===== config.mk =====
export PLATFORM = sky130hd
export DESIGN_NAME = sdpc_ctrl
export DESIGN_NICKNAME = d
export VERILOG_FILES = /design/src/common/sdpc_pkg.sv /design/src/logic/sdpc_wait_cnt.sv /design/src/logic/sdpc_ctrl.sv
export SDC_FILE = /design/constraint.sdc
export NUM_CORES = 1
export LEC_CHECK = 0
export CAP_MARGIN = 10
export CORE_MARGIN = 3
export CORE_UTILIZATION = 30
export CTS_CLUSTER_SIZE = 28
export DETAILED_ROUTE_END_ITERATION = 10
export DONT_BUFFER_PORTS = 1
export HOLD_SLACK_MARGIN = 0.12
export PLACE_DENSITY = 0.52
export REMOVE_ABC_BUFFERS = 1
export SYNTH_ARGS = -nofsm -noshare
export SYNTH_HDL_FRONTEND = slang
export SYNTH_SLANG_ARGS = --single-unit

===== constraint.sdc =====
create_clock -name clk_sys_in -period 3.21 [get_ports clk_sys_in]
set_input_delay 0.321 -clock clk_sys_in [delete_from_list [all_inputs] [get_ports clk_sys_in]]
set_output_delay 0.321 -clock clk_sys_in [all_outputs]
set_load 0.05 [all_outputs]

===== src/common/sdpc_pkg.sv =====
// Package: constants for the SDRAM refresh and power-mode controller
package sdpc_pkg;

  // ----------------------------------------
  // Clock and timing
  // ----------------------------------------
  localparam int CLK_PERIOD_PS   = 8000;                 // 125 MHz
  localparam int TRP_PS          = 18000;                // Precharge to refresh, min
  localparam int TRFC_PS         = 72000;                // Refresh cycle, min
  localparam int TRAS_PS         = 42000;                // Least self refresh stay
  localparam int TXSR_CLK        = 2;                    // NOP clocks after self refresh exit
  localparam int TREF_US         = 64000;                // Refresh period, 64 ms
  localparam int ROW_COUNT       = 8192;                 // Rows per refresh period
  localparam int TRP_CYC         = (TRP_PS + CLK_PERIOD_PS - 1) / CLK_PERIOD_PS;
  localparam int TRFC_CYC        = (TRFC_PS + CLK_PERIOD_PS - 1) / CLK_PERIOD_PS;
  localparam int TRAS_CYC        = (TRAS_PS + CLK_PERIOD_PS - 1) / CLK_PERIOD_PS;
  // Longest spacing of distributed refresh rounds down
  localparam int TREFI_CYC       = (TREF_US / ROW_COUNT) * 1000 * 1000 / CLK_PERIOD_PS;
  // Power-down must end inside the refresh interval too
  localparam int PD_LIMIT_CYC    = TREFI_CYC;
  localparam int CNT_W           = 16;

  // ----------------------------------------
  // Command encoding {cs_n, ras_n, cas_n, we_n}
  // ----------------------------------------
  localparam logic [3:0] CMD_NOP     = 4'h7;
  localparam logic [3:0] CMD_INHIBIT = 4'hF;
  localparam logic [3:0] CMD_PRE     = 4'h2;
  localparam logic [3:0] CMD_REF     = 4'h1;
  localparam logic [3:0] CMD_DPD     = 4'h6;
  localparam int         A_ALLBANK   = 10;               // Address bit that selects all banks

  // ----------------------------------------
  // States
  // ----------------------------------------
  typedef enum logic [3:0] {
    ST_IDLE    = 4'h0,
    ST_PRE     = 4'h1,
    ST_TRP     = 4'h2,
    ST_REF     = 4'h3,
    ST_TRFC    = 4'h4,
    ST_SR      = 4'h5,
    ST_SR_EXIT = 4'h6,
    ST_PD      = 4'h7,
    ST_PD_EXIT = 4'h8,
    ST_DPD     = 4'h9,
    ST_SUSP    = 4'hA
  } sdpc_state_t;

endpackage : sdpc_pkg


===== src/logic/sdpc_wait_cnt.sv =====
// Down counter that times the spacing between commands
`timescale 1ns/1ps
`default_nettype none
module sdpc_wait_cnt (
  // Clock and reset
  input  wire logic                          clk_sys_in,
  input  wire logic                          rst_in,
  // Load and status
  input  wire logic                          load_in,
  input  wire logic [sdpc_pkg::CNT_W-1:0]    value_in,
  output logic                               done_out
);
  logic [sdpc_pkg::CNT_W-1:0] cnt_reg;

  // Load wins over counting, stops at zero
  always_ff @(posedge clk_sys_in) begin
    if (rst_in) begin
      cnt_reg <= '0;
    end else if (load_in) begin
      cnt_reg <= value_in;
    end else if (cnt_reg != '0) begin
      cnt_reg <= cnt_reg - 1'b1;
    end
  end

  // Done once no wait remains and nothing is being loaded
  always_ff @(posedge clk_sys_in) begin
    if (rst_in) begin
      done_out <= 1'b1;
    end else begin
      done_out <= !load_in && (cnt_reg <= 1);
    end
  end
endmodule // sdpc_wait_cnt
`default_nettype wire


===== src/logic/sdpc_ctrl.sv =====
// SDRAM refresh and power-mode controller (host side of the command bus)
//
// How it works
// Device ends interrupted auto-precharge write itself
// Device keeps data before interrupting write
// One AUTO REFRESH command per refresh
// Precharge all, wait tRP, then refresh
// Device ignores address during refresh
// Only NOP on bus during tRFC
// Refresh spaced at tREF over row count
// Burst refresh alternative, tRFC apart
// Self refresh: refresh encoding, CKE held low
// Stay in self refresh at least tRAS
// Exit: clock stable, CKE high, NOPs
// Resume distributed refresh after self refresh
// Power-down: CKE low with NOP
// Leave power-down within refresh interval
// Exit power-down with NOP, CKE high
// Deep power-down: DPD encoding, CKE low
// Leave deep power-down, then full initialization
// Clock suspend: CKE low during burst
// Device freezes burst while suspended
// Device resumes after CKE high
// Refresh encoding CS RAS CAS low
`timescale 1ns/1ps
`default_nettype none
module sdpc_ctrl (
  // Clock and reset
  input  wire logic        clk_sys_in,
  input  wire logic        rst_in,
  // User requests (same clock domain)
  input  wire logic        burst_refresh_in,    // Level: use burst refresh instead of spaced
  input  wire logic        self_refresh_in,     // Level: hold device in self refresh
  input  wire logic        power_down_in,       // Level: hold device in power-down
  input  wire logic        deep_pd_in,          // Level: hold device in deep power-down
  input  wire logic        suspend_in,          // Level: suspend clock during user burst
  input  wire logic        burst_active_in,     // A column burst is running
  // User status
  output logic             busy_out,
  output logic             need_init_out,       // Set after deep power-down exit
  output logic             refresh_pulse_out,
  // SDRAM command pins
  output logic             cke_out,
  output logic             cs_n_out,
  output logic             ras_n_out,
  output logic             cas_n_out,
  output logic             we_n_out,
  output logic [12:0]      addr_out
);
  sdpc_pkg::sdpc_state_t state_reg;
  sdpc_pkg::sdpc_state_t state_next;
  logic [sdpc_pkg::CNT_W-1:0] wait_val;
  logic                       wait_load;
  logic                       wait_done;
  logic [sdpc_pkg::CNT_W-1:0] refi_reg;
  logic                       ref_due_reg;
  logic [sdpc_pkg::CNT_W-1:0] burst_left_reg;
  logic [sdpc_pkg::CNT_W-1:0] pd_cnt_reg;

  // ----------------------------------------
  // Spacing timer
  // ----------------------------------------
  sdpc_wait_cnt u_wait (
    .clk_sys_in (clk_sys_in),
    .rst_in     (rst_in),
    .load_in    (wait_load),
    .value_in   (wait_val),
    .done_out   (wait_done)
  );

  // ----------------------------------------
  // Refresh scheduling
  // ----------------------------------------
  // Interval counter keeps running in every mode so that spacing resumes at once
  always_ff @(posedge clk_sys_in) begin
    if (rst_in) begin
      refi_reg <= '0;
    end else if (refi_reg == sdpc_pkg::CNT_W'(sdpc_pkg::TREFI_CYC - 1)) begin
      refi_reg <= '0;
    end else begin
      refi_reg <= refi_reg + 1'b1;
    end
  end

  // Due flag: a tick sets it, issuing the last refresh of a burst group (or the single spaced one) clears it; set wins
  always_ff @(posedge clk_sys_in) begin
    if (rst_in) begin
      ref_due_reg <= 1'b0;
    end else if (refi_reg == sdpc_pkg::CNT_W'(sdpc_pkg::TREFI_CYC - 1)) begin
      ref_due_reg <= 1'b1;
    end else if (state_reg == sdpc_pkg::ST_REF && burst_left_reg <= 1) begin
      ref_due_reg <= 1'b0;
    end
  end

  // Burst mode issues a group of refreshes per tick; trade: bus held longer
  always_ff @(posedge clk_sys_in) begin
    if (rst_in) begin
      burst_left_reg <= '0;
    end else if (state_reg == sdpc_pkg::ST_IDLE && ref_due_reg && burst_refresh_in) begin
      burst_left_reg <= sdpc_pkg::CNT_W'(8);
    end else if (state_reg == sdpc_pkg::ST_REF && burst_left_reg != '0) begin
      burst_left_reg <= burst_left_reg - 1'b1;
    end
  end

  // Power-down dwell is capped so no refresh is missed
  always_ff @(posedge clk_sys_in) begin
    if (rst_in || state_reg != sdpc_pkg::ST_PD) begin
      pd_cnt_reg <= '0;
    end else begin
      pd_cnt_reg <= pd_cnt_reg + 1'b1;
    end
  end

  // ----------------------------------------
  // Next state
  // ----------------------------------------
  always_comb begin
    state_next = state_reg;
    wait_load  = 1'b0;
    wait_val   = '0;
    case (state_reg)
      sdpc_pkg::ST_IDLE: begin
        if (deep_pd_in || ref_due_reg || self_refresh_in) begin
          state_next = sdpc_pkg::ST_PRE;
        end else if (suspend_in && burst_active_in) begin
          state_next = sdpc_pkg::ST_SUSP;
        end else if (power_down_in && !burst_active_in) begin
          state_next = sdpc_pkg::ST_PD;
        end
      end
      sdpc_pkg::ST_PRE: begin
        state_next = sdpc_pkg::ST_TRP;
        wait_load  = 1'b1;
        wait_val   = sdpc_pkg::CNT_W'(sdpc_pkg::TRP_CYC - 1);
      end
      sdpc_pkg::ST_TRP: begin
        if (wait_done) begin
          if (deep_pd_in) begin
            state_next = sdpc_pkg::ST_DPD;
          end else if (self_refresh_in && !ref_due_reg) begin
            state_next = sdpc_pkg::ST_SR;
            wait_load  = 1'b1;
            wait_val   = sdpc_pkg::CNT_W'(sdpc_pkg::TRAS_CYC);
          end else begin
            state_next = sdpc_pkg::ST_REF;
          end
        end
      end
      sdpc_pkg::ST_REF: begin
        state_next = sdpc_pkg::ST_TRFC;
        wait_load  = 1'b1;
        wait_val   = sdpc_pkg::CNT_W'(sdpc_pkg::TRFC_CYC - 1);
      end
      sdpc_pkg::ST_TRFC: begin
        if (wait_done) begin
          state_next = (burst_left_reg != '0) ? sdpc_pkg::ST_REF : sdpc_pkg::ST_IDLE;
        end
      end
      sdpc_pkg::ST_SR: begin
        if (wait_done && !self_refresh_in) begin
          state_next = sdpc_pkg::ST_SR_EXIT;
          wait_load  = 1'b1;
          wait_val   = sdpc_pkg::CNT_W'(sdpc_pkg::TXSR_CLK);
        end
      end
      sdpc_pkg::ST_SR_EXIT: begin
        if (wait_done) begin
          state_next = sdpc_pkg::ST_IDLE;
        end
      end
      sdpc_pkg::ST_PD: begin
        if (!power_down_in || ref_due_reg ||
            pd_cnt_reg >= sdpc_pkg::CNT_W'(sdpc_pkg::PD_LIMIT_CYC - 1)) begin
          state_next = sdpc_pkg::ST_PD_EXIT;
        end
      end
      sdpc_pkg::ST_PD_EXIT: begin
        state_next = sdpc_pkg::ST_IDLE;
      end
      sdpc_pkg::ST_DPD: begin
        if (!deep_pd_in) begin
          state_next = sdpc_pkg::ST_IDLE;
        end
      end
      sdpc_pkg::ST_SUSP: begin
        if (!suspend_in || !burst_active_in) begin
          state_next = sdpc_pkg::ST_IDLE;
        end
      end
      default: begin
        state_next = sdpc_pkg::ST_IDLE;
      end
    endcase
  end

  // State register
  always_ff @(posedge clk_sys_in) begin
    if (rst_in) begin
      state_reg <= sdpc_pkg::ST_IDLE;
    end else begin
      state_reg <= state_next;
    end
  end

  // ----------------------------------------
  // Pin drivers, registered from next state
  // ----------------------------------------
  always_ff @(posedge clk_sys_in) begin
    if (rst_in) begin
      {cs_n_out, ras_n_out, cas_n_out, we_n_out} <= sdpc_pkg::CMD_INHIBIT;
      cke_out  <= 1'b1;
      addr_out <= '0;
    end else begin
      {cs_n_out, ras_n_out, cas_n_out, we_n_out} <= sdpc_pkg::CMD_NOP;
      cke_out  <= 1'b1;
      addr_out <= '0;
      case (state_next)
        sdpc_pkg::ST_PRE: begin
          {cs_n_out, ras_n_out, cas_n_out, we_n_out} <= sdpc_pkg::CMD_PRE;
          addr_out[sdpc_pkg::A_ALLBANK] <= 1'b1;
        end
        sdpc_pkg::ST_REF: begin
          {cs_n_out, ras_n_out, cas_n_out, we_n_out} <= sdpc_pkg::CMD_REF;
        end
        sdpc_pkg::ST_SR: begin
          cke_out <= 1'b0;
          if (state_reg != sdpc_pkg::ST_SR) begin
            {cs_n_out, ras_n_out, cas_n_out, we_n_out} <= sdpc_pkg::CMD_REF;
          end
        end
        sdpc_pkg::ST_PD, sdpc_pkg::ST_SUSP: begin
          cke_out <= 1'b0;
        end
        sdpc_pkg::ST_DPD: begin
          cke_out <= 1'b0;
          if (state_reg != sdpc_pkg::ST_DPD) begin
            {cs_n_out, ras_n_out, cas_n_out, we_n_out} <= sdpc_pkg::CMD_DPD;
          end
        end
        default: begin
        end
      endcase
    end
  end

  // ----------------------------------------
  // Status
  // ----------------------------------------
  always_ff @(posedge clk_sys_in) begin
    if (rst_in) begin
      busy_out          <= 1'b0;
      refresh_pulse_out <= 1'b0;
    end else begin
      busy_out          <= (state_next != sdpc_pkg::ST_IDLE);
      refresh_pulse_out <= (state_next == sdpc_pkg::ST_REF);
    end
  end

  // Array contents lost: user must rerun initialization; cleared by reset only
  always_ff @(posedge clk_sys_in) begin
    if (rst_in) begin
      need_init_out <= 1'b0;
    end else if (state_reg == sdpc_pkg::ST_DPD && state_next == sdpc_pkg::ST_IDLE) begin
      need_init_out <= 1'b1;
    end
  end
endmodule // sdpc_ctrl
`default_nettype wire


==> results of run 1 <==
critical path, delay by kind of cell, from the launching register on:
| family | cells | cell delay [ns] |
|---|---|---|
| buffers and inverters | 1 | 0.06 |
| AO/OA/AOI/OAI | 3 | 0.90 |
| adder cells (fa/ha/maj) | 1 | 0.19 |
| flip-flops | 1 | 0.41 |
| AND/OR/NAND/NOR | 3 | 0.60 |
worst max-delay path by stage:
stage                         to  cells after the start  slack (ns)               from
2_1_floorplan       addr_out[10]                      8        1.24      pd_cnt_reg[0]
5_1_grt        refresh_pulse_out                      7        0.70      pd_cnt_reg[1]
4_1_cts             addr_out[10]                      8        0.92      pd_cnt_reg[0]
3_3_place_gp        addr_out[10]                      6        1.02  burst_left_reg[2]
3_5_place_dp        addr_out[10]                      8        0.94      pd_cnt_reg[0]
6_report            addr_out[10]                      8        0.94      pd_cnt_reg[0]
cell families (layout without fill, tap and decap cells):
kind of cell,after synthesis,count (layout)
buffers and inverters,40,28
AO/OA/AOI/OAI,63,63
other,1,12
flip-flops,79,79
XOR/XNOR,50,50
AND/OR/NAND/NOR,210,210
adder cells (fa/ha/maj),8,8
layout make-up:
class | instances | share of cell area [%]
Timing Repair Buffer | 1 | 0.236
Clock buffer | 13 | 6.12
Tap cell | 168 | 4.95
Multi-Input combinational cell | 343 | 50.2
Clock inverter | 1 | 0.118
Inverter | 13 | 1.15
Sequential cell | 79 | 37.2
per-stage QoR:
step           worst slack (ns)  instance area [um^2]  util [%]  cells
3_5_place_dp              0.937                  3970      32.3    603
6_report                  0.936                  4250      34.5    618
2_1_floorplan              1.24                  3760         -    435
5_1_grt                   0.700                  4250      34.5    618
3_3_place_gp               1.02                  3970      32.3    603
4_1_cts                   0.920                  4250      34.5    618
metal layers:
| metal | global-route usage (%) | vias up |
|---|---|---|
| met5 | 0 | - |
| met4 | 3.65 | 0 |
| met3 | 3.72 | 7 |
| met2 | 18.4 | 33 |
| met1 | 14.3 | 1375 |
| li1 | - | 1540 |
what timing repair did:
action,4_1_cts,5_1_grt
setup buffers,0,0
endpoints found under the hold margin,14,0
hold buffers,1,0
power breakdown:
part | leakage [nW] | switching [mW] | internal, mW | total [mW]
registers | 0.642 | 0.262 | 1.11 | 1.37
clock network | 0.132 | 0.361 | 0.556 | 0.917
logic | 0.780 | 0.528 | 0.390 | 0.918
total | 1.55 | 1.15 | 2.06 | 3.21
cells in the final DEF, fill, tap and decap left out, types with 3 or more instances in the layout:
master / Yosys / routed
a31oi_1: 3 / 3
a21oi_1: 15 / 15
inv_1: 13 / 13
and3_1: 13 / 13
conb_1: 1 / 12
nand3_1: 24 / 24
nor3_1: 16 / 16
nand2_1: 20 / 20
ha_1: 8 / 8
clkbuf_16: 0 / 9
nand2b_1: 7 / 7
o211ai_1: 3 / 3
o21ai_0: 16 / 16
and4_1: 3 / 3
nor2b_1: 6 / 6
xnor2_1: 22 / 22
nor4_1: 6 / 6
and2_1: 5 / 5
or3_1: 9 / 9
xor2_1: 28 / 28
nor2_1: 73 / 73
nor3b_1: 3 / 3
dfxtp_1: 79 / 79
nand4_1: 7 / 7
==> impl_results.md, run 1 <==
* Post-synth top area cell: dfxtp_1
* Hold Crit Class: primary input to flop
* Port Buffers at 0
* Vias per Instance at 4.78
* Clk_lat worst skew at 0.32 ns
* Final Hold Slack at 0.208 ns
* Nature of the critical path endpoint: flop
* First-pass GRT wire length at 13400 um
* Tot Pwr at around 3.2 mW
* Post-Synthesis Cells at 451
* Final WL at 7700 um
* Hold depth at 2
* R2R depth at 8
* Cells along the critical path: inv_1 > ha_1 > nor3_1 > o21ai_0 > a311oi_1 > a2111oi_0 > and2_1 > and3_1
* Setup_tns at 0 ns
* 1st-iter DRT viols at 142
* R2R Setup Slk at 0.94 ns
* Status: complete, no violations
* MaxCap Viol Count at 0
* Crit start category: flop
* R2R Path End: addr_out[10]
* RSZ-0062 raised after global routing: no
* Initial core utilization at a little under a third
* CTS tree: built
* Leak at 1.55 nW
* TritonCTS Buffers at 9
* Met2 wire length at 3640 um
* GRT Total Usage at 11.3%
* Area of the multi-input gates at 2130 um^2
* Total clock sinks at 79
* First drt pass iteration count at 4
* Antenna cells at 0
* Fraction of layout cells with a size suffix above 1 at 6.00%
* Hold endpoint: burst_left_reg[3]
* Synth warnings at 0
* Wire length on met3 at between 200 and 300 um
* Top post-synthesis cells by area: dfxtp_1, nor2_1, xor2_1
* Max layer used: met4
* Ports at 29
* Endpoints failing setup at 0
* Hold path start: burst_refresh_in
* Chip width at 120 um
* Reg area at 1580 um^2
* Post-synth EDFFs at 0
* Die area at around 14000 um^2
* Post-Synth Adder-Cell Area at 2.58%
* Setup CP Type: flop to flop
* Vias post-DR at 2955
* Row cnt at 40
* GPL Wtd Cong at 0.803
* M1 WL at 3700 um
* Clock Pin Slew Worst Setup and Hold Paths at 0.06 ns
* Synth Area in Compound Gates at 11.5%
* Count leader, synth: dfxtp_1
* PwrDens at 755 nW/um^2
* Largest family of logic cells by synthesized area: simple AND/OR/NAND/NOR gates
* Final period util at 70.8%
* CP max FO at 6
* Syn avg cell area at roughly 8.6 um^2
* Worst EP arrival at approximately 2.5 ns
* Die Y at 120 um
* Area share of the largest cell type after synthesis at 40.7%
* Fin. Hold Viols at 0
* Nets at 463
* Initial antenna violation count at 0
* Mapped cell area at 3890 um^2
* H-tree depth at 3
* Clock root cell: clkbuf_16
* Max-Slew Margin vs Limit at ~52%
* Mux contribution to synthesized area at 0%
* Worst Tran Pin Value at around 0.7 ns
* Post-synth cell types at between 60 and 70
* Max stage delay on crit path at roughly 0.55 ns
* Core area at 12300 um^2
* Share of flip-flops with an asynchronous set or reset at 0%
* Max-slew violation count at 0
* Clock Path Buffers at 2
* Filler cell count at between 1000 and 1500
* Main synth FF type: dfxtp_1
* Data required time of the worst path at 3.43 ns
* Worst vdd ir at 339 uV
* Resized Gates After CTS at 0
* Xor and xnor fraction of the mapped netlist area at 11.3%
* Max Clock Skew at 0.00497 ns
* DP Wirelength at 5420 um
* Slowest CP cell: a311oi_1
* F_max at between 400 and 500 MHz
* Synth top cells by count: dfxtp_1, nor2_1, xor2_1, nand3_1, xnor2_1
* DR WL/cell at ~12 um
* RR Startpoint: pd_cnt_reg[0]
* Drt drc at 0
* Vias in the first global route at about 2800
* Minimum clock period after layout at roughly 2.3 ns
* Total grt overflow at 0
* Area growth syn-to-layout at 9.34%
* Antenna-violating nets left at 0
* Sequential area share after synthesis at 40.7%
* Post-Synth Simple-Gate Area at 28.4%
* Seq cells post-synth at 79
* Pin count of the biggest net entering global routing at 17
No activity file was read; power rests on OpenSTA's default activity.
==> run 2, diff against run 1 <==
==> constraint.sdc (replaced) <==
create_clock -name clk_sys_in -period 2.1 [get_ports clk_sys_in]
set_input_delay 0.21 -clock clk_sys_in [delete_from_list [all_inputs] [get_ports clk_sys_in]]
set_output_delay 0.21 -clock clk_sys_in [all_outputs]
set_load 0.05 [all_outputs]
==> impl_results.md, run 2 (synthesis gave the netlist of run 1 again) <==
* Initial antenna violation count at 0 (unchanged)
* Clock root cell: clkbuf_16
* Die area at 14400 um^2 (unchanged)
* Leak at 1.67 nW (+7.7%)
* Status: complete, no violations
* RR Startpoint: burst_left_reg[4]
* Vias in the first global route at 2951 (+4.2%)
* Max-slew violation count at 0 (unchanged)
* Clk_lat worst skew at 0.33 ns (about the same)
* GRT Total Usage at 12.1% (+0.80 points)
* Commonest non-fill, non-tap cell in the layout: dfxtp_1
* Row cnt at 40 (unchanged)
* Crit start category: flop
* Minimum clock period after layout at 1.97 ns (-0.304 ns)
* Clock Pin Slew Worst Setup and Hold Paths at 0.06 ns (about the same)
* Total grt overflow at 0 (unchanged)
* Worst Tran Pin Value at 0.687 ns (-0.0282 ns)
* Hold depth at 3 (+1)
* Nets at 492 (+6.3%)
* Vias per Instance at 4.73 (-1.1%)
* Fin. Hold Viols at 0 (unchanged)
* PwrDens at 1160 nW/um^2 (+53%)
* H-tree depth at 3 (unchanged)
* CTS tree: built
* Data required time of the worst path at 2.29 ns (-1.14 ns)
* Commonest non-fill, non-tap cells in the layout: dfxtp_1, nor2_1, xor2_1, buf_4, nand3_1
* Max-Slew Margin vs Limit at 54.1% (+1.9 points)
* Antenna-violating nets left at 0 (unchanged)
* Initial core utilization at 31.6% (unchanged)
* CP max FO at 9 (+3)
* Vias post-DR at 3065 (+3.7%)
* RSZ-0062 raised after global routing: no
* Setup CP Type: flop to flop
* Final Instance Area at 4500 um^2 (+5.8%)
* Fraction of layout cells with a size suffix above 1 at 12.9% (+6.9 points)
* Antenna cells at 0 (unchanged)
* R2R Setup Slk at 0.13 ns (-0.81 ns)
* GPL Wtd Cong at 0.839 (+4.5%)
* R2R Path End: burst_left_reg[3]
* Core area at 12300 um^2 (unchanged)
* Total clock sinks at 79 (unchanged)
* Tot Pwr at 5.20 mW (+62%)
* Max Clock Skew at 0.00515 ns (+0.000187 ns)
* Nature of the critical path endpoint: flop
* Chip width at 120 um (unchanged)
* DP Wirelength at 5810 um (+7.4%)
* First-pass GRT wire length at 14200 um (+5.9%)
* Final period util at 93.8% (+23 points)
* R2R depth at 7 (-1)
* MaxCap Viol Count at 0 (unchanged)
* CP Launch Point: burst_left_reg[4]
* Final Hold Slack at 0.132 ns (-0.0766 ns)
* Setup Buffers After CTS at 0 (unchanged)
* Hold Crit Class: primary input to flop
* Setup_tns at 0 ns (unchanged)
* Area growth syn-to-layout at 15.7%
* Critical Path End: burst_left_reg[3]
* Die Y at 120 um (unchanged)
* Clock Path Buffers at 2 (unchanged)
* Ports at 29 (unchanged)
* Worst EP arrival at 2.16 ns (-0.33 ns)
* Worst vdd ir at 429 uV (+27%)
* DR WL/cell at 12.7 um (+2.2%)
* Area of placed instances at 4180 um^2 (+5.3%)
* First drt pass iteration count at 4 (unchanged)
* TritonCTS Buffers at 9 (unchanged)
* Final WL at 8250 um (+7.2%)
* Port Buffers at 0 (unchanged)
* Endpoints failing setup at 0 (unchanged)
* F_max at 508 MHz (+15%)
* Pin count of the biggest net entering global routing at 17 (unchanged)
* 1st-iter DRT viols at 190 (+34%)
* Drt drc at 0 (unchanged)
run 2: changes by cell type in the layout (fill, tap and decap cells not counted), sizes merged:
| cell | change |
|---|---|
| clkinv | +4 |
| dlygate4sd3 | +1 |
| clkbuf | -3 |
| buf | +28 |
run 2: timing repair:
| item | in CTS | in global routing |
|---|---|---|
| resized for setup | 0 | 8 |
| hold endpoints to repair | 19 | 0 |
| setup endpoints to repair | 0 | 11 |
| hold buffers | 2 | 0 |
run 2: area by class of cell:
class,instances,area [um^2]
inverters,13,48.8
clock inverters,5,25.0
fillers,1298,7820
repair buffers,30,230
flip-flops and latches,79,1590
clock buffers,10,239
well taps,168,210
multi-input cells,343,2160
run 2: critical path, stage by stage (launching register included):
cell and delay, ns:
dfxtp_1 0.33, or4_4 0.55, nor3_4 0.15, buf_4 0.19, a31oi_4 0.15, and3b_1 0.23
xnor2_1 0.14, a21oi_1 0.08
run 2: worst min path at each step:
| stage | from | endpoint | slack (ns) |
|---|---|---|---|
| 2_1_floorplan | rst_in | cs_n_out | 0.24 |
| 3_3_place_gp | rst_in | cs_n_out | 0.24 |
| 3_5_place_dp | rst_in | cs_n_out | 0.24 |
| 4_1_cts | deep_pd_in | u_wait.cnt_reg[2] | 0.13 |
| 5_1_grt | deep_pd_in | u_wait.cnt_reg[2] | 0.16 |
| 6_report | deep_pd_in | u_wait.cnt_reg[2] | 0.13 |
run 2: power breakdown:
group	switching [mW]	internal (mW)
logic	0.885	0.811
clock network	0.590	0.814
registers	0.392	1.70
total	1.87	3.33
run 2: metrics by stage:
stage | std cells | util [%] | worst slack [ns]
after CTS | 648 | 36.3 | 0.0662
after detailed placement | 631 | 34.0 | 0.0802
after global placement | 631 | 34.0 | 0.0772
final | 648 | 36.5 | 0.130
after floorplan | 435 | - | 0.133
after global routing | 648 | 36.5 | 0.00876
run 2: layer usage:
metal	track usage, %	up-vias	part of all wire (%)
li1	-	1599	-
met1	15.5	1407	48
met2	19.6	49	45
met3	4.01	10	4.8
met4	3.44	0	1.6
met5	0	-	0
